==> src/uarim_pkg.sv <==
package uarim_pkg;
	// ========================================
	// Register offsets
	localparam logic [2:0] UARIM_OFS_DATA = 3'h0;
	localparam logic [2:0] UARIM_OFS_IEN = 3'h1;
	localparam logic [2:0] UARIM_OFS_ISRC = 3'h2;
	localparam logic [2:0] UARIM_OFS_LCTL = 3'h3;
	localparam logic [2:0] UARIM_OFS_MCTL = 3'h4;
	localparam logic [2:0] UARIM_OFS_LSTAT = 3'h5;
	localparam logic [2:0] UARIM_OFS_MSTAT = 3'h6;
	localparam logic [2:0] UARIM_OFS_SCR = 3'h7;
	// ========================================
	// Field positions
	localparam int UARIM_IEN_RX = 0;
	localparam int UARIM_IEN_TX = 1;
	localparam int UARIM_IEN_LS = 2;
	localparam int UARIM_IEN_MS = 3;
	localparam int UARIM_IEN_SPC = 5;
	localparam int UARIM_LCTL_DLAB = 7;
	localparam int UARIM_MCTL_SRST = 2;
	localparam int UARIM_MCTL_PDN = 7;
	localparam logic [7:0] UARIM_IEN_MASK = 8'h2F;
	localparam logic [7:0] UARIM_LSTAT_ERR = 8'h1E;
	localparam logic [7:0] UARIM_MSTAT_DELTA = 8'h0F;
	// ========================================
	// Reset values
	localparam logic [7:0] UARIM_RST_REG = 8'h00;
	localparam logic [7:0] UARIM_RST_DIV = 8'h01;
	// ========================================
	// Interrupt source codes, bits 3:0 of the status read
	localparam logic [3:0] UARIM_CODE_NONE = 4'h1;
	localparam logic [3:0] UARIM_CODE_LS = 4'h6;
	localparam logic [3:0] UARIM_CODE_RX = 4'h4;
	localparam logic [3:0] UARIM_CODE_TX = 4'h2;
	localparam logic [3:0] UARIM_CODE_MS = 4'h0;

	typedef enum logic [2:0] {
		UARIM_SRC_NONE,
		UARIM_SRC_LS,
		UARIM_SRC_RX,
		UARIM_SRC_TX,
		UARIM_SRC_MS
	} uarim_src_t;

	typedef struct packed {
		logic [2:0] addr;
		logic rd;
		logic wr;
		logic [7:0] wdata;
	} uarim_bus_t;
endpackage

==> src/uarim_regs.sv <==
`timescale 1ns/1ps
// Contract
// - Three address bits select data, enable, status, line, modem, lstat, mstat, scratch.
// - Enable register masks four sources; unmasked pending ones raise irq, and the held one of them appears in status.
// - Enable bit 0 raises receive interrupt while a character is held; resets 0.
// - Enable bit 1 raises transmit interrupt once holding goes empty, or immediately on set while holding empty.
// - Enable bit 2 raises line status interrupt on line status bits 1 to 4.
// - Enable bit 3 gates modem status interrupt; defaults off.
// - Enable bit 5 turns special mode on, making modem bits 2 and 7 effective.
// - Status read returns the held code, picked highest first only once the held one clears; others stay pending.
// - A reported code is not replaced until its clearing action happens.
// - Line control bit 7 swaps addresses 0 and 1 to divisor low and high.
// - Status bits 3:1 code line 011, receive 010, transmit 001, modem 000.
// - Status bit 0 reads 0 when pending, 1 when idle and at reset.
// - Receive read clears receive irq; data write or status read plus disable clears tx.
module uarim_regs
	import uarim_pkg::*;
(
	input wire logic clk,
	input wire logic rst,
	input wire uarim_bus_t bus_i,
	output logic [7:0] rdata_q,
	input wire logic [7:0] rx_data,
	input wire logic rx_ready,
	input wire logic tx_hold_empty,
	input wire logic [7:0] line_status,
	input wire logic [7:0] modem_status,
	output logic [7:0] tx_data_q,
	output logic tx_load_q,
	output logic rx_unload_q,
	output logic lstat_read_q,
	output logic mstat_read_q,
	output logic [7:0] line_control_q,
	output logic [7:0] modem_control_q,
	output logic [15:0] divisor_q,
	output logic soft_reset_q,
	output logic power_down_q,
	output logic irq_q
);
	// ========================================
	// Pin synchronisers for status from the serial side
	// Receive byte takes the same two stages as its ready flag, so both arrive together
	logic [7:0] lstat_s1_q, lstat_s2_q, mstat_s1_q, mstat_s2_q, rxd_s1_q, rxd_s2_q;
	logic [1:0] rdy_s1_q, rdy_s2_q;
	always_ff @(posedge clk or posedge rst) begin
		if (rst) begin
			lstat_s1_q <= 8'h00;
			lstat_s2_q <= 8'h00;
			mstat_s1_q <= 8'h00;
			mstat_s2_q <= 8'h00;
			rxd_s1_q <= 8'h00;
			rxd_s2_q <= 8'h00;
			rdy_s1_q <= 2'h0;
			rdy_s2_q <= 2'h0;
		end else begin
			lstat_s1_q <= line_status;
			lstat_s2_q <= lstat_s1_q;
			mstat_s1_q <= modem_status;
			mstat_s2_q <= mstat_s1_q;
			rxd_s1_q <= rx_data;
			rxd_s2_q <= rxd_s1_q;
			rdy_s1_q <= {tx_hold_empty, rx_ready};
			rdy_s2_q <= rdy_s1_q;
		end
	end

	// ========================================
	// Address decode
	logic [7:0] ien_q, scr_q, div_lo_q, div_hi_q;
	logic dlab, rd_data, wr_data, rd_ien, wr_ien, rd_isrc;
	assign dlab = line_control_q[UARIM_LCTL_DLAB];
	function automatic logic hit(input logic [2:0] a, input logic [2:0] o, input logic s);
		hit = s && (a == o);
	endfunction
	assign rd_data = hit(bus_i.addr, UARIM_OFS_DATA, bus_i.rd) && !dlab;
	assign wr_data = hit(bus_i.addr, UARIM_OFS_DATA, bus_i.wr) && !dlab;
	assign rd_ien = hit(bus_i.addr, UARIM_OFS_IEN, bus_i.rd) && !dlab;
	assign wr_ien = hit(bus_i.addr, UARIM_OFS_IEN, bus_i.wr) && !dlab;
	assign rd_isrc = hit(bus_i.addr, UARIM_OFS_ISRC, bus_i.rd);

	// ========================================
	// Writable registers
	always_ff @(posedge clk or posedge rst) begin
		if (rst) begin
			ien_q <= UARIM_RST_REG;
			line_control_q <= UARIM_RST_REG;
			modem_control_q <= UARIM_RST_REG;
			scr_q <= UARIM_RST_REG;
			div_lo_q <= UARIM_RST_DIV;
			div_hi_q <= UARIM_RST_REG;
			tx_data_q <= UARIM_RST_REG;
		end else if (bus_i.wr) begin
			unique case (bus_i.addr)
				UARIM_OFS_DATA: begin
					if (dlab) begin
						div_lo_q <= bus_i.wdata;
					end else begin
						tx_data_q <= bus_i.wdata;
					end
				end
				UARIM_OFS_IEN: begin
					if (dlab) begin
						div_hi_q <= bus_i.wdata;
					end else begin
						ien_q <= bus_i.wdata & UARIM_IEN_MASK;
					end
				end
				UARIM_OFS_LCTL: line_control_q <= bus_i.wdata;
				UARIM_OFS_MCTL: modem_control_q <= bus_i.wdata;
				UARIM_OFS_SCR: scr_q <= bus_i.wdata;
				default: ;
			endcase
		end
	end
	assign divisor_q = {div_hi_q, div_lo_q};

	// ========================================
	// Access strobes to the serial side
	always_ff @(posedge clk or posedge rst) begin
		if (rst) begin
			tx_load_q <= 1'b0;
			rx_unload_q <= 1'b0;
			lstat_read_q <= 1'b0;
			mstat_read_q <= 1'b0;
		end else begin
			tx_load_q <= wr_data;
			rx_unload_q <= rd_data;
			lstat_read_q <= hit(bus_i.addr, UARIM_OFS_LSTAT, bus_i.rd);
			mstat_read_q <= hit(bus_i.addr, UARIM_OFS_MSTAT, bus_i.rd);
		end
	end

	// Special functions only take effect in special mode
	always_ff @(posedge clk or posedge rst) begin
		if (rst) begin
			soft_reset_q <= 1'b0;
			power_down_q <= 1'b0;
		end else begin
			soft_reset_q <= ien_q[UARIM_IEN_SPC] && modem_control_q[UARIM_MCTL_SRST];
			power_down_q <= ien_q[UARIM_IEN_SPC] && modem_control_q[UARIM_MCTL_PDN];
		end
	end

	// ========================================
	// Interrupt sources
	logic tx_pend_q, tx_seen_q, isrc_read_q;
	logic ls_act, rx_act, tx_act, ms_act;
	assign ls_act = ien_q[UARIM_IEN_LS] && |(lstat_s2_q & UARIM_LSTAT_ERR);
	assign rx_act = ien_q[UARIM_IEN_RX] && rdy_s2_q[0];
	assign ms_act = ien_q[UARIM_IEN_MS] && |(mstat_s2_q & UARIM_MSTAT_DELTA);
	assign tx_act = ien_q[UARIM_IEN_TX] && tx_pend_q;

	// Transmit-ready is latched so that it survives until an explicit clear, not
	// just until the empty flag toggles; set has priority over clear.
	always_ff @(posedge clk or posedge rst) begin
		if (rst) begin
			tx_pend_q <= 1'b0;
			tx_seen_q <= 1'b0;
			isrc_read_q <= 1'b0;
		end else begin
			tx_seen_q <= rdy_s2_q[1];
			if (rd_isrc) begin
				isrc_read_q <= 1'b1;
			end else if (wr_ien) begin
				isrc_read_q <= 1'b0;
			end
			if ((rdy_s2_q[1] && !tx_seen_q) ||
				(wr_ien && bus_i.wdata[UARIM_IEN_TX] && !ien_q[UARIM_IEN_TX] &&
				rdy_s2_q[1])) begin
				tx_pend_q <= 1'b1;
			end else if (wr_data ||
				(wr_ien && isrc_read_q && !bus_i.wdata[UARIM_IEN_TX])) begin
				tx_pend_q <= 1'b0;
			end
		end
	end

	// ========================================
	// Priority and held report
	uarim_src_t cur_q, best;
	always_comb begin
		best = UARIM_SRC_NONE;
		if (ls_act) begin
			best = UARIM_SRC_LS;
		end else if (rx_act) begin
			best = UARIM_SRC_RX;
		end else if (tx_act) begin
			best = UARIM_SRC_TX;
		end else if (ms_act) begin
			best = UARIM_SRC_MS;
		end
	end

	function automatic logic still(input uarim_src_t s, input logic l, input logic r,
		input logic t, input logic m);
		unique case (s)
			UARIM_SRC_LS: still = l;
			UARIM_SRC_RX: still = r;
			UARIM_SRC_TX: still = t;
			UARIM_SRC_MS: still = m;
			default: still = 1'b0;
		endcase
	endfunction

	always_ff @(posedge clk or posedge rst) begin
		if (rst) begin
			cur_q <= UARIM_SRC_NONE;
		end else if (!still(cur_q, ls_act, rx_act, tx_act, ms_act) && !rd_isrc) begin
			cur_q <= best;
		end
	end

	function automatic logic [3:0] code_of(input uarim_src_t s);
		unique case (s)
			UARIM_SRC_LS: code_of = UARIM_CODE_LS;
			UARIM_SRC_RX: code_of = UARIM_CODE_RX;
			UARIM_SRC_TX: code_of = UARIM_CODE_TX;
			UARIM_SRC_MS: code_of = UARIM_CODE_MS;
			default: code_of = UARIM_CODE_NONE;
		endcase
	endfunction

	always_ff @(posedge clk or posedge rst) begin
		if (rst) begin
			irq_q <= 1'b0;
		end else begin
			irq_q <= ls_act || rx_act || tx_act || ms_act;
		end
	end

	// ========================================
	// Read data
	always_ff @(posedge clk or posedge rst) begin
		if (rst) begin
			rdata_q <= 8'h00;
		end else if (bus_i.rd) begin
			unique case (bus_i.addr)
				UARIM_OFS_DATA: rdata_q <= dlab ? div_lo_q : rxd_s2_q;
				UARIM_OFS_IEN: rdata_q <= dlab ? div_hi_q : ien_q;
				UARIM_OFS_ISRC: rdata_q <= {4'h0, code_of(cur_q)};
				UARIM_OFS_LCTL: rdata_q <= line_control_q;
				UARIM_OFS_MCTL: rdata_q <= modem_control_q;
				UARIM_OFS_LSTAT: rdata_q <= lstat_s2_q;
				UARIM_OFS_MSTAT: rdata_q <= mstat_s2_q;
				UARIM_OFS_SCR: rdata_q <= scr_q;
				default: rdata_q <= 8'h00;
			endcase
		end
	end
endmodule

==> config.mk <==
export PLATFORM = sky130hd
export DESIGN_NAME = uarim_regs
export DESIGN_NICKNAME = d
export VERILOG_FILES = /design/src/uarim_pkg.sv /design/src/uarim_regs.sv
export SDC_FILE = /design/constraint.sdc
export NUM_CORES = 1
export LEC_CHECK = 0
export CAP_MARGIN = 0
export CELL_PAD_IN_SITES_DETAIL_PLACEMENT = 1
export CELL_PAD_IN_SITES_GLOBAL_PLACEMENT = 1
export CORE_MARGIN = 5
export CORE_UTILIZATION = 53
export CTS_BUF_LIST = sky130_fd_sc_hd__clkbuf_8
export CTS_CLUSTER_DIAMETER = 60
export DETAILED_ROUTE_END_ITERATION = 6
export DONT_BUFFER_PORTS = 1
export PLACE_DENSITY_LB_ADDON = 0.1
export SYNTH_ARGS = -nofsm -noshare
export SYNTH_HDL_FRONTEND = slang
export SYNTH_SLANG_ARGS = --single-unit
export TNS_END_PERCENT = 10
==> constraint.sdc <==
create_clock -name clk -period 4.6 [get_ports clk]
set_input_delay 0.92 -clock clk [delete_from_list [all_inputs] [get_ports clk]]
set_output_delay 0.92 -clock clk [all_outputs]
set_load 0.01 [all_outputs]
Word level (Yosys, flattened, before mapping). Index checks and enable logic that the tools add are counted.

Output and inout port bits: 55. Bits in latches: 0. Memory bits (writable): 0. Register bits after elaboration: 126. Logic and storage cells: 97. Memories: 0. ROM bits: 0. Bits of input ports: 41.

Equal/unequal tests: 11. Shift operators: 0. Bitwise gates (word level): 1. Magnitude comparators: 0. Reductions and logical operators: 45. Add/subtract/negate cells: 0. Multiplexer cells: 13. Multiply operators: 0. Div/mod/pow operators: 0.

Operator list (number): 8-bit one-hot mux with 8 select lines (1); 1-bit logical AND (22); 8-bit 2-to-1 mux (2); 3-bit equality test, second input constant (5); 3-bit by 2-bit equality test with 1-bit output, second input constant (4); 3-bit 2-to-1 mux (4); 3-bit one-hot mux with 4 select lines (1); 3-bit AND reduction (4); 4-bit OR reduction (2); 3-bit by 1-bit equality test with 1-bit output, second input constant (2); 1-bit zero test (6); 2-bit AND reduction (3); 1-bit logical OR (5); 1-bit 2-to-1 mux (4); 1-bit one-hot mux with 4 select lines (1); 2-bit nonzero test (2); 3-bit zero test (1); 1-bit inverter (1).

Longest topological paths before layout. Gate-level depths: netlist of the first run.

Depth in word-level cells: 8. Depth in mapped cells: 7. Depth with buffers taken out: 4.

Least setup slack after synthesis of the first run. Ideal clock, no wire load.

Path kind: in2reg. From: input port bus_i[12] (netlist name). To: register modem_control_q[1]. Path slack: 2441 ps. Setup time: 125 ps. Stages on the path: 6. Data arrival time: 2034 ps. Path buffers: 3. Cell sequence: buf_2 > buf_2 > nand2_1 > nor3_1 > buf_2 > mux2_2.

Cells in the longest elaborated chain, start to end: 2.

RTL lines: start, declared (RTL line uarim_regs.sv:21) `input wire uarim_bus_t bus_i,`; 3-bit equality test (RTL line uarim_regs.sv:93) `unique case (bus_i.addr)`; 2-bit AND reduction (no source line); end signal, assigned (RTL line uarim_regs.sv:109) `UARIM_OFS_MCTL: modem_control_q <= bus_i.wdata;`; end, declared (RTL line uarim_regs.sv:34) `output logic [7:0] modem_control_q,`.

Every way passes these cells. A chain may end at the register's enable or synchronous reset.

Worst setup path after layout of the first run.
From: register line_control_q[7]. To: output port line_control_q[7].

RTL lines: start, declared (RTL line uarim_regs.sv:33) `output logic [7:0] line_control_q,`; start signal, assigned (RTL line uarim_regs.sv:108) `UARIM_OFS_LCTL: line_control_q <= bus_i.wdata;`.

No word-level cell between the ends.

==> results.txt, run 1 <==
The largest individual stage delay along the critical path comes from the cell sky130_fd_sc_hd__dfrtp_1. The number of antenna violations at the first check in global routing came out at 0. The max-slew violation count came to 0. The layout has 893 filler cells. The proportion of synthesized chip area in sequential cells is 64.0%. The global-route congestion overflow total is 0. The number of register bits inferred by synthesis is 126. Tracing the worst setup path back leads to its startpoint at line_control_q[7]$_DFFE_PP0P_. The area added between synthesis and finish is 9.88%. The number of inserted diodes is 0. Clock-pin slew was measured on the worst setup and hold paths at 0.08 ns. The detailed-route wire length came out at 11.8 mm. The switching power of the nets is 899 uW. Of the total power, the clock network draws 33.8%. The share of flip-flops with an asynchronous set or reset is 100%. The post-synthesis cell type with the largest combined area is sky130_fd_sc_hd__dfrtp_1. The overall power of the completed layout came out at 2.91 mW. The maximum vdd drop came out at 0.282 mV. Setup slack on the critical path of the routed design comes to 2.18 ns. In this run, distinct cell masters in the synthesized netlist total 53. The height of the die is 106 um. The worst setup path is launched from a register.

The first detailed-routing pass took 4 iterations. Entering global routing, the biggest net connects 96 pins. The hold buffer count at cts is 0. The congestion estimate from routability-driven global placement came to 0.760. The clock net sink count is 126. The total of cells resized after clock tree synthesis is 0. The fraction of post-synthesis cell area in the top cell type by area came out at 63.5%. Counting every instance in the synthesized netlist gives 353. Dividing the synthesized area by the synthesized cell count gives 14.0 um2.

After synthesis the cells add up to 4930 um2. The area after detailed placement came out at 5000 um2. The relative contribution of sequential cells to total power is 52.1%. The floorplan step defined a core boundary enclosing 9150 um2. In this run the number of H-tree levels came out at 4.

The cell-internal power is 2.02 mW. The number of buffers created by CTS came out at 17. For this run, the post-layout net count is 397. The first-pass GRT wire length came out at 18.9 mm.

The number of endpoints failing setup at the final stage came out at 0. The post-route fraction of the period consumed by the critical path came out at 52.6%. The number of nets produced by synthesis came out at 394. The number of buffers and inverters on the critical path is 1. The largest fanout on the critical path is 16.

Detailed placement ended at an HPWL of 7.50 mm. Walking the worst path, the cells encountered are buf_4. The number of setup buffers added after CTS is 0. Setup total negative slack on the finished layout was measured at 0 ns.

The family of cells with the greatest summed delay on the critical path is flip-flops. The fraction of final layout cells with drive strength greater than 1 is 28.5%. The worst hold path begins at rxd_s1_q[4]$_DFF_PP0_. The worst setup path is captured at an output pin. For the worst setup path, the data arrival time is 1.50 ns. The die span in x is 106 um. The detailed router placed 2927 vias in this run. The instance count after placement with tap cells included came out at 448.

The worst setup slack before clock tree synthesis is 2.07 ns. Cells fill 59.1% of the core in the end. The clock tree from TritonCTS is built. The total number of placement rows is 35. The cell at the root of the clock tree is sky130_fd_sc_hd__clkbuf_8.

The DRC violations left came out at 0. The worst pin sits at a relative slew slack of 45.6%. Yosys mapped a number of flops with a built-in enable equal to 0.

The final non-filler cell area came out at 5410 um2. The number of buffers added on ports came out at 0. The delay contributed by the slowest stage of the critical path is 0.66 ns. The number of standard cells in the final layout excluding fillers is 480. The initial DRC count came out at 113.

The via count of the first global-routing pass came out at 3185. The library cell used most frequently in the layout, excluding fill and tap cells, is sky130_fd_sc_hd__dfrtp_1. For the pin with the worst max-slew slack, the measured transition is 0.817 ns. The flow ran to the end, and the final reports show no timing, DRC or antenna violations. The total routing usage reported by global routing came out at 22.7%.

The clock passes through at most 2 buffers. For the worst-skew pair, the clock arrives at the later sink with an insertion delay of 0.44 ns. The die footprint came out at 11300 um2. 96 I/O pins were placed. The routed length per placed instance is 24.5 um. For this run, the number of Yosys warnings is 0. The worst endpoint required time came out at 3.68 ns. The switching part of the total is 30.9%.

Derived from the worst setup path, the maximum achievable clock frequency is 413 MHz. By area the synthesized netlist is led by sky130_fd_sc_hd__dfrtp_1, sky130_fd_sc_hd__mux2_2, sky130_fd_sc_hd__mux2i_1. The minimum period implied by the final worst setup slack is 2.42 ns. Leaving out fill and tap cells, the most frequent cells in the layout are sky130_fd_sc_hd__dfrtp_1, sky130_fd_sc_hd__mux2_2, sky130_fd_sc_hd__nand2_1. The detailed-route vias per instance is 6.10. Max-cap violations in this run came to 0. The detail route stage leaves a number of antenna-violating nets equal to 0. By startpoint and endpoint, the worst setup path is classified as reg2out. The analysis attributes to cell leakage a power of 2.38 nW. The ratio of total power to cell area came out at 538 nW/um2. For this run, the leading register cell type out of synthesis is sky130_fd_sc_hd__dfrtp_1. In this run the critical register-to-register path is launched from line_control_q[7]$_DFFE_PP0P_. Once the floorplan was initialized, standard cells occupied 53.8% of the core. The share of power burned in combinational logic is 14.1%. The class of the most critical hold timing path is reg2reg. The number of endpoints with negative hold slack in the final report was 0. On the final layout, the worst clock skew is 0.0120 ns. Setup repair after global routing left no endpoint under its margin.

Hold is met by 0.350 ns.
==> Yosys cell counts (all sizes together) (2+ instances only) <==
library cell,n
dfrtp,125
mux2,55
nand2,24
mux2i,16
inv,13
buf,12
nand3,8
clkbuf,7
o21ai,7
a221oi,6
nor2,6
nand4,5
nor2b,5
nor3,5
and3,4
nand2b,4
o22ai,4
a21oi,3
a311oi,3
and2,3
nand3b,3
nand4b,3
or3b,3
a211oi,2
o2111ai,2
o211ai,2
o2bb2ai,2
o31ai,2
o41ai,2
==> power by group through the flow <==
stage                     Combinational (mW)  Clock (mW)  Sequential (mW)
final                                  0.412       0.985             1.52
after global routing                   0.456        1.07             1.55
after CTS                              0.417        1.01             1.52
after detailed placement               0.412           0             1.54
after global placement                 0.398           0             1.53
after floorplan                        0.361           0             1.47
==> routing by layer <==
metal  routed length [um]  GRT usage [%]  up-vias
met4                  113           5.92        0
met5                    0              0        -
li1                     -              -     1282
met2                 5800           36.4       89
met3                  859           8.86       10
met1                 4980           29.1     1546
==> worst paths after layout <==
kind                                            to  slack [ns]  depth (start not counted)
setup / recovery                 line_control_q[7]        2.18                          1
hold / removal               rxd_s2_q[4]$_DFF_PP0_        0.35                          0
setup reg to reg            rdata_q[2]$_DFFE_PP0P_        2.58                          5
hold reg to reg              rxd_s2_q[4]$_DFF_PP0_        0.35                          0
max in group asynchronous      tx_seen_q$_DFF_PP0_        3.17                          2
min in group asynchronous  mstat_s1_q[6]$_DFF_PP0_        0.51                          1
==> cell type report <==
cell class	instances	area (um2)	share of cell area, %
inverter	13	53.8	0.994
timing repair buffer	3	22.5	0.416
clock inverter	15	173	3.19
sequential	126	3150	58.3
clock buffer	17	234	4.32
multi-input combinational	195	1640	30.2
tap	111	139	2.57
==> kinds of logic (layout without fill, tap and decap cells) <==
kind of cell | after synthesis | after routing | synth area share [%]
compound gates | 45 | 45 | 7.90
buf+inv | 32 | 48 | 2.84
mux | 72 | 72 | 16.4
xor+xnor | 2 | 2 | 0.356
simple gates | 76 | 76 | 8.51
flops | 126 | 126 | 64.0
Note: power is estimated with default switching activity, not from simulation.
==> run 2, diff against run 1 <==
--- a/config.mk
+++ b/config.mk
@@ -5,11 +5,12 @@
 export SDC_FILE = /design/constraint.sdc
 export NUM_CORES = 1
 export LEC_CHECK = 0
+export ABC_AREA = 1
 export CAP_MARGIN = 0
 export CELL_PAD_IN_SITES_DETAIL_PLACEMENT = 1
 export CELL_PAD_IN_SITES_GLOBAL_PLACEMENT = 1
 export CORE_MARGIN = 5
-export CORE_UTILIZATION = 53
+export CORE_UTILIZATION = 50
 export CTS_BUF_LIST = sky130_fd_sc_hd__clkbuf_8
 export CTS_CLUSTER_DIAMETER = 60
 export DETAILED_ROUTE_END_ITERATION = 6
==> constraint.sdc (replaced) <==
create_clock -name clk -period 2.3 [get_ports clk]
set_input_delay 0.46 -clock clk [delete_from_list [all_inputs] [get_ports clk]]
set_output_delay 0.46 -clock clk [all_outputs]
set_load 0.01 [all_outputs]
==> run 2 against run 1 <==
Net effect: hold slack worse by 0.31 ns; first-iteration DRC count increased by 79%; cell count is 41% higher; die area grew 9.6%; global-route usage is 0.72 points higher; critical path depth did not move; via count is 24% higher; flip-flop and latch count did not move; combinational power increased by 86%; register-to-register slack worse by 1.8 ns; synthesized area up 4.4%; critical path type unchanged; critical endpoint unchanged; largest cell class unchanged.
==> results.txt, run 2 <==
The flow ran to the end, and the final reports show no timing, DRC or antenna violations. Walking the worst path, the cells encountered are buf_4. On the final layout, the worst hold slack is 0.0408 ns. For the pin with the worst max-slew slack, the measured transition is 0.521 ns. The element type at the critical path end is an output pin. Measured along the y axis, the die boundary spans 111 um. The mean cell area of the mapped netlist is 9.99 um2. Setup slack closes at 0.766 ns. The total standard cell area after synthesis came out at 5140 um2.

The instance count of the mapped netlist is 515. The number of stages on the worst setup path is 1. The worst hold path cell count is 0. The footprint of the multi-input gates is 1670 um2. The number of endpoints failing setup at the final stage came out at 0. During I/O placement, the number of pins put on the boundary was 96. The via count of the first global-routing pass is 3918. The number of buffers created by CTS came out at 17.

The initial DRC count is 202. The vias after detailed routing came out at 3630. The buffer depth of the longest clock path came out at 2. The library cell used most frequently in the layout, excluding fill and tap cells, is sky130_fd_sc_hd__nand2_1. The tree is rooted in a sky130_fd_sc_hd__clkbuf_8. The largest fanout on the critical path came out at 18. The count of TritonRoute iterations in the first routing pass came out at 4.

The overall power of the completed layout is 5.84 mW. After detailed routing, the number of vias per cell comes to 5.37. The number of inserted diodes is 0. Together, buffers and inverters on the worst path number 1.

The worst setup path is of the reg2out kind. The DRC violations left came out at 0. The number of violations of the max-capacitance limit is 0. The number of endpoints with negative hold slack in the final report came out at 0. Post-CTS repair changed the size of 0 cells.

The sum of net half-perimeters after detailed placement came out at 9.77 mm. The area after detailed placement came out at 5240 um2. The maximum vdd drop is 0.650 mV. Derived from the worst setup path, the maximum achievable clock frequency is 652 MHz. In this run, synthesis inferred 0 flip-flops with an integrated enable. The ratio of total power to cell area came out at 1020 nW/um2.

Setup repair after global routing left no endpoint under its margin. The number of nets produced by synthesis came out at 556. The last weighted congestion value of the routability-driven placer is 0.816. The arrival time of data at the critical path endpoint is 1.07 ns.

The area added between synthesis and finish is 11.6%. After synthesis, the netlist uses 33 different library cells. The slowest cell on the critical path is sky130_fd_sc_hd__dfrtp_1. The fraction of post-synthesis cell area in the top cell type by area is 60.8%. The total core area is 10200 um2. The predominant post-synthesis flop cell is sky130_fd_sc_hd__dfrtp_1. The origin of the worst setup path is line_control_q[7]$_DFFE_PP0P_. The final layout contains routed wiring with a total length of 13.5 mm. The number of buffers added on ports came out at 0. Between clock sinks in the finished design, the worst skew comes to 0.0128 ns. The routed length per placed instance is 20.0 um.

sky130_fd_sc_hd__nand2_1 is the most common cell in the netlist. After the last flow step, the layout net total stands at 568. The summed negative setup slack over all endpoints came out at 0 ns.

The delay contributed by the slowest stage of the critical path is 0.35 ns. The minimum period implied by the final worst setup slack came out at 1.53 ns. For this run the aggregate overflow at the end of global routing stands at 0. The total leakage power is 2.81 nW. In this run the critical register-to-register path is launched from line_control_q[7]$_DFFE_PP0P_.

The initial utilization of the core area, before any placement, comes to 50.5%. The total number of H-tree levels came out at 4. The clock drives 126 sinks. Ranked by total cell area, the synthesized netlist is headed by sky130_fd_sc_hd__dfrtp_1, sky130_fd_sc_hd__nand2_1, sky130_fd_sc_hd__o21ai_2. Leaving out fill and tap cells, the most frequent cells in the layout are sky130_fd_sc_hd__nand2_1, sky130_fd_sc_hd__dfrtp_1, sky130_fd_sc_hd__o21ai_1. The max-slew violation count came to 0. The tightest min-delay check is of the in2reg type.

The final design utilization came out at 56.3%. The total number of placement rows is 37. The headroom to the max-slew limit came out at 65.3%. The worst register-to-register path has a depth of 9. The die span in x came out at 111 um. The die footprint came out at 12400 um2. The total routing usage reported by global routing is 23.5%.

The fraction of final layout cells with drive strength greater than 1 came out at 18.5%. The worst-skew pair later-pin latency is 0.44 ns. The instance count after placement with tap cells included came out at 639. The post-route fraction of the period consumed by the critical path came out at 66.7%.

Timing analysis after detailed placement gives a worst setup slack of 0.678 ns. The pin count of the biggest net entering global routing came out at 73. The clock-pin slew of the registers on the worst-case setup and hold paths came out at 0.08 ns. The remaining antenna violation count is 0. The startpoint identified for the worst hold timing path is modem_status[0]. The first-pass GRT wire length is 22.4 mm.

The family of cells with the greatest summed delay on the critical path is flip-flops. Ranked by instance count, the synthesized netlist is headed by sky130_fd_sc_hd__nand2_1, sky130_fd_sc_hd__dfrtp_1, sky130_fd_sc_hd__o21ai_1. The final non-filler cell area is 5740 um2. The biggest area contributor in the post-synthesis netlist is sky130_fd_sc_hd__dfrtp_1. The sequential cell area is 3150 um2. The Yosys warning count is 0. The share of flip-flops with an asynchronous set or reset came out at 100%. The proportion of synthesized chip area in sequential cells came out at 61.3%. The final-layout fill cell count came out at 1137. The worst endpoint required time is 1.84 ns. The number of antenna violations at the first check in global routing came out at 0.

The type of element launching the critical path is a register. Excluding fillers, the count of instances in the completed layout stands at 676. The clock tree from TritonCTS is built. In this run, synthesis produced a sequential element count of 126.
run 2: cell types whose count changed after synthesis, moves of 8 or more:
cell,before,now
sky130_fd_sc_hd__inv_1,13,32
sky130_fd_sc_hd__mux2i_1,16,0
sky130_fd_sc_hd__nand2_1,24,167
sky130_fd_sc_hd__o21ai_2,0,28
sky130_fd_sc_hd__nor2_1,6,26
sky130_fd_sc_hd__inv_2,0,8
sky130_fd_sc_hd__mux2_2,54,0
sky130_fd_sc_hd__nand3_1,7,16
sky130_fd_sc_hd__o21ai_1,0,35
run 2: area by class of cell:
type | instances | area share, %
clock buffer | 19 | 4.56
inverter | 46 | 3.27
timing repair buffer | 9 | 1.83
clock inverter | 13 | 3.27
multi-input combinational | 327 | 29.1
sequential | 126 | 55.0
tap | 136 | 2.97
run 2: repair_timing:
item                       4_1_cts  5_1_grt
hold buffers                     1        4
hold endpoints to repair        33        4
setup endpoints to repair        0        0
buffers inserted                 0        0
run 2: routing by layer:
metal	track usage, %	share of wire (%)	vias to the layer above
met5	0	0	-
met1	30.9	43	1807
met3	7.93	8.0	19
met4	7.79	1.8	0
met2	36.8	47	113
li1	-	-	1691
run 2: where the power goes:
group / total, mW / switching (mW) / internal [mW]
Clock: 2.15 / 0.908 / 1.24
Sequential: 2.92 / 0.393 / 2.53
Combinational: 0.768 / 0.493 / 0.275
run 2: final timing paths:
path | endpoint | slack (ns)
worst max-delay path | line_control_q[7] | 0.77
worst min register to register | mstat_s2_q[3]$_DFF_PP0_ | 0.35
min in group asynchronous | mstat_s1_q[1]$_DFF_PP0_ | 0.61
worst max register to register | rdata_q[0]$_DFFE_PP0P_ | 0.79
worst min-delay path | mstat_s1_q[0]$_DFF_PP0_ | 0.04
max in group asynchronous | rxd_s2_q[7]$_DFF_PP0_ | 1.35
run 2: logic make-up (layout without fill, tap and decap cells):
logic type             count (synthesis)  in the layout  synth area share (%)
AO/OA/AOI/OAI                         80             80                  10.0
buffers and inverters                 62             87                  6.16
flip-flops                           126            126                  61.3
AND/OR/NAND/NOR                      247            247                  22.5
==> run 3, diff against run 2 <==
--- a/config.mk
+++ b/config.mk
@@ -5,12 +5,12 @@
 export SDC_FILE = /design/constraint.sdc
 export NUM_CORES = 1
 export LEC_CHECK = 0
-export ABC_AREA = 1
+export ABC_AREA = 0
 export CAP_MARGIN = 0
 export CELL_PAD_IN_SITES_DETAIL_PLACEMENT = 1
 export CELL_PAD_IN_SITES_GLOBAL_PLACEMENT = 1
 export CORE_MARGIN = 5
-export CORE_UTILIZATION = 50
+export CORE_UTILIZATION = 53
 export CTS_BUF_LIST = sky130_fd_sc_hd__clkbuf_8
 export CTS_CLUSTER_DIAMETER = 60
 export DETAILED_ROUTE_END_ITERATION = 6
==> constraint.sdc (replaced) <==
create_clock -name clk -period 1.5 [get_ports clk]
set_input_delay 0.3 -clock clk [delete_from_list [all_inputs] [get_ports clk]]
set_output_delay 0.3 -clock clk [all_outputs]
set_load 0.01 [all_outputs]
==> run 3 against run 2 <==
Net effect: the flow now finishes with violations (setup timing); total power up 60%; wire length up 17%; core utilization up 12 points; clock power up 27%; cell count down 16%; largest power group unchanged.
==> results.txt, run 3 (same netlist as run 1, synthesis figures left out) <==
The slowest cell on the critical path is sky130_fd_sc_hd__dfrtp_1. In this design, the critical path's most frequently occurring cell is sky130_fd_sc_hd__buf_4. The type of element launching the critical path is a register. The total leakage power is 2.77 nW. After the last flow step, the layout net total stands at 484. In this run the remaining antenna-violating nets after routing total 0. The starting density of the core came out at 53.8%. The number of endpoints failing setup at the final stage is 18. The number of inserted diodes is 0. Leaving out fill and tap cells, the most frequent cell in the layout is sky130_fd_sc_hd__dfrtp_1. After global routing the overflow that remains totals 0. The number of buffers added on ports is 0. The transition time of the tightest slew-check pin came out at 0.790 ns. The critical path is of the reg2reg type.

After clock tree synthesis, the clock-pin slew on the worst setup and hold paths is 0.09 ns. The class of the most critical hold timing path is in2reg. The post-layout worst setup margin came out at -0.232 ns. The sum of net half-perimeters after detailed placement came out at 8.44 mm. The number of clock buffers added by TritonCTS is 17. The summed negative setup slack over all endpoints came out at -1.33 ns.

Leaving out fill and tap cells, the most frequent cells in the layout are sky130_fd_sc_hd__dfrtp_1, sky130_fd_sc_hd__mux2_2, sky130_fd_sc_hd__dlygate4sd3_1, sky130_fd_sc_hd__buf_4, sky130_fd_sc_hd__nand2_1. The initial DRC count came out at 252. The area after detailed placement is 5340 um2. In this run the deepest clock path goes through 2 buffers. The detailed-route vias per instance came out at 6.08. The final non-filler cell area came out at 6230 um2. The worst endpoint required time came out at 1.86 ns. The die span in x came out at 106 um.

The worst-skew pair later-pin latency came out at 0.44 ns. The post-route fraction of the period consumed by the critical path is 115%. Pin placement for this block handled 96 I/O pins. The worst clock skew came out at 0.0138 ns. The area added between synthesis and finish came out at 26.5%. Setup repair after global routing could not meet its margin everywhere. At the worst endpoint, the arrival time is 2.09 ns.

The number of violations of the max-capacitance limit is 0. The number of antenna violations at the first check in global routing is 0. The root buffer cell chosen for the clock tree is sky130_fd_sc_hd__clkbuf_8. The largest fanout on the critical path is 2. The clock net sink count is 126. The number of endpoints with negative hold slack in the final report is 0.

Routability-driven placement finished with a final weighted congestion of 0.792. The total number of placement rows came out at 35. The checks that failed: setup timing. Summed over all layers, the routed wires come to 15.8 mm. The total routing usage reported by global routing is 26.3%.

The headroom to the max-slew limit came out at 47.0%. The max-slew violation count was 0. The worst setup path is captured at a register. For this design the ratio of total power to cell area is 1500 nW/um2. The maximum vdd drop came out at 0.930 mV. The vias after detailed routing is 3448. Traced cell by cell, the critical path runs through o41ai_4, buf_4, o22ai_4, a311oi_4, buf_4, mux2i_1. Cells with a size suffix above 1 make up 34.6% of the layout. The run finished, with violations left. TritonCTS built the clock tree. The delay contributed by the slowest stage of the critical path is 0.42 ns. The total core area came out at 9150 um2.

Hold timing on the final database bottoms out at a slack of 0.0147 ns. The via count of the first global-routing pass came out at 3711. The first-pass GRT wire length is 22.0 mm. The total number of H-tree levels came out at 4.

The die footprint is 11300 um2. The routed length per placed instance is 27.9 um. The height of the die came out at 106 um. The highest clock rate came out at 577 MHz. The count of TritonRoute iterations in the first routing pass came out at 4. The DRC violations left is 0. Entering global routing, the biggest net connects 64 pins. The minimum period implied by the final worst setup slack came out at 1.73 ns.
==> run 3: cell types whose count changed in the layout (fill, tap and decap cells not counted), moves of 18 or more <==
| cell | before | now |
|---|---|---|
| sky130_fd_sc_hd__buf_4 | 2 | 41 |
| sky130_fd_sc_hd__dlygate4sd3_1 | 5 | 41 |
| sky130_fd_sc_hd__inv_1 | 31 | 13 |
| sky130_fd_sc_hd__mux2_2 | 0 | 54 |
| sky130_fd_sc_hd__nand2_1 | 167 | 24 |
| sky130_fd_sc_hd__nor2_1 | 26 | 6 |
| sky130_fd_sc_hd__o21ai_1 | 35 | 1 |
| sky130_fd_sc_hd__o21ai_2 | 28 | 0 |
==> run 3: area by class of cell <==
cell class,instances,area [um2]
inverter,13,52.6
clock buffer,17,234
fill,850,2920
multi-input combinational,195,1690
clock inverter,15,126
sequential,126,3160
tap,111,139
timing repair buffer,90,835
==> run 3: per-stage QoR <==
stage | worst slack (ns) | cells | util [%] | power [mW]
3_3_place_gp | -0.165 | 488 | 58.3 | 6.18
4_1_cts | -0.231 | 560 | 67.0 | 9.13
6_report | -0.232 | 567 | 68.1 | 9.35
2_1_floorplan | -0.352 | 353 | - | 5.61
5_1_grt | -0.300 | 567 | 68.1 | 9.77
3_5_place_dp | -0.224 | 488 | 58.3 | 6.26
==> run 3: worst paths after layout <==
kind / from / to / slack (ns) / depth (start not counted)
max: lstat_s2_q[3]$_DFF_PP0_ / cur_q[1]$_DFFE_PP0P_ / -0.23 / 6
min: bus_i[7] / div_lo_q[7]$_DFFE_PP0P_ / 0.01 / 1
max reg2reg: lstat_s2_q[3]$_DFF_PP0_ / cur_q[1]$_DFFE_PP0P_ / -0.23 / 6
min reg2reg: rxd_s1_q[1]$_DFF_PP0_ / rxd_s2_q[1]$_DFF_PP0_ / 0.35 / 0
max in group asynchronous: rst / div_lo_q[0]$_DFFE_PP1P_ / 0.67 / 3
min in group asynchronous: rst / div_hi_q[6]$_DFFE_PP0P_ / 0.48 / 3
==> run 3: critical path, delay by kind of cell, from the launching register on <==
family	cells	cell delay, ns
buf+inv	2	0.38
compound gates	3	0.66
mux	1	0.19
flops	1	0.42
==> run 3: where the power goes <==
group	total [mW]	internal (mW)	switching [mW]
Combinational	1.97	1.08	0.880
Sequential	4.65	3.95	0.694
Clock	2.74	1.19	1.55
Total	9.35	6.23	3.12
==> run 3: metal layers <==
metal | GRT usage, % | up-vias | routed length (um)
met5 | 0 | - | 0
met2 | 43.6 | 155 | 7940
met4 | 7.12 | 0 | 381
li1 | - | 1452 | -
met3 | 8.86 | 28 | 1480
met1 | 33.2 | 1813 | 6010
==> run 3: what timing repair did <==
action | 4_1_cts | 5_1_grt
hold endpoints to repair | 194 | 3
gates resized for setup | 9 | 8
pin swaps | 4 | 5
buffers inserted | 2 | 4
hold buffers | 38 | 3
endpoints found under the setup margin | 21 | 23
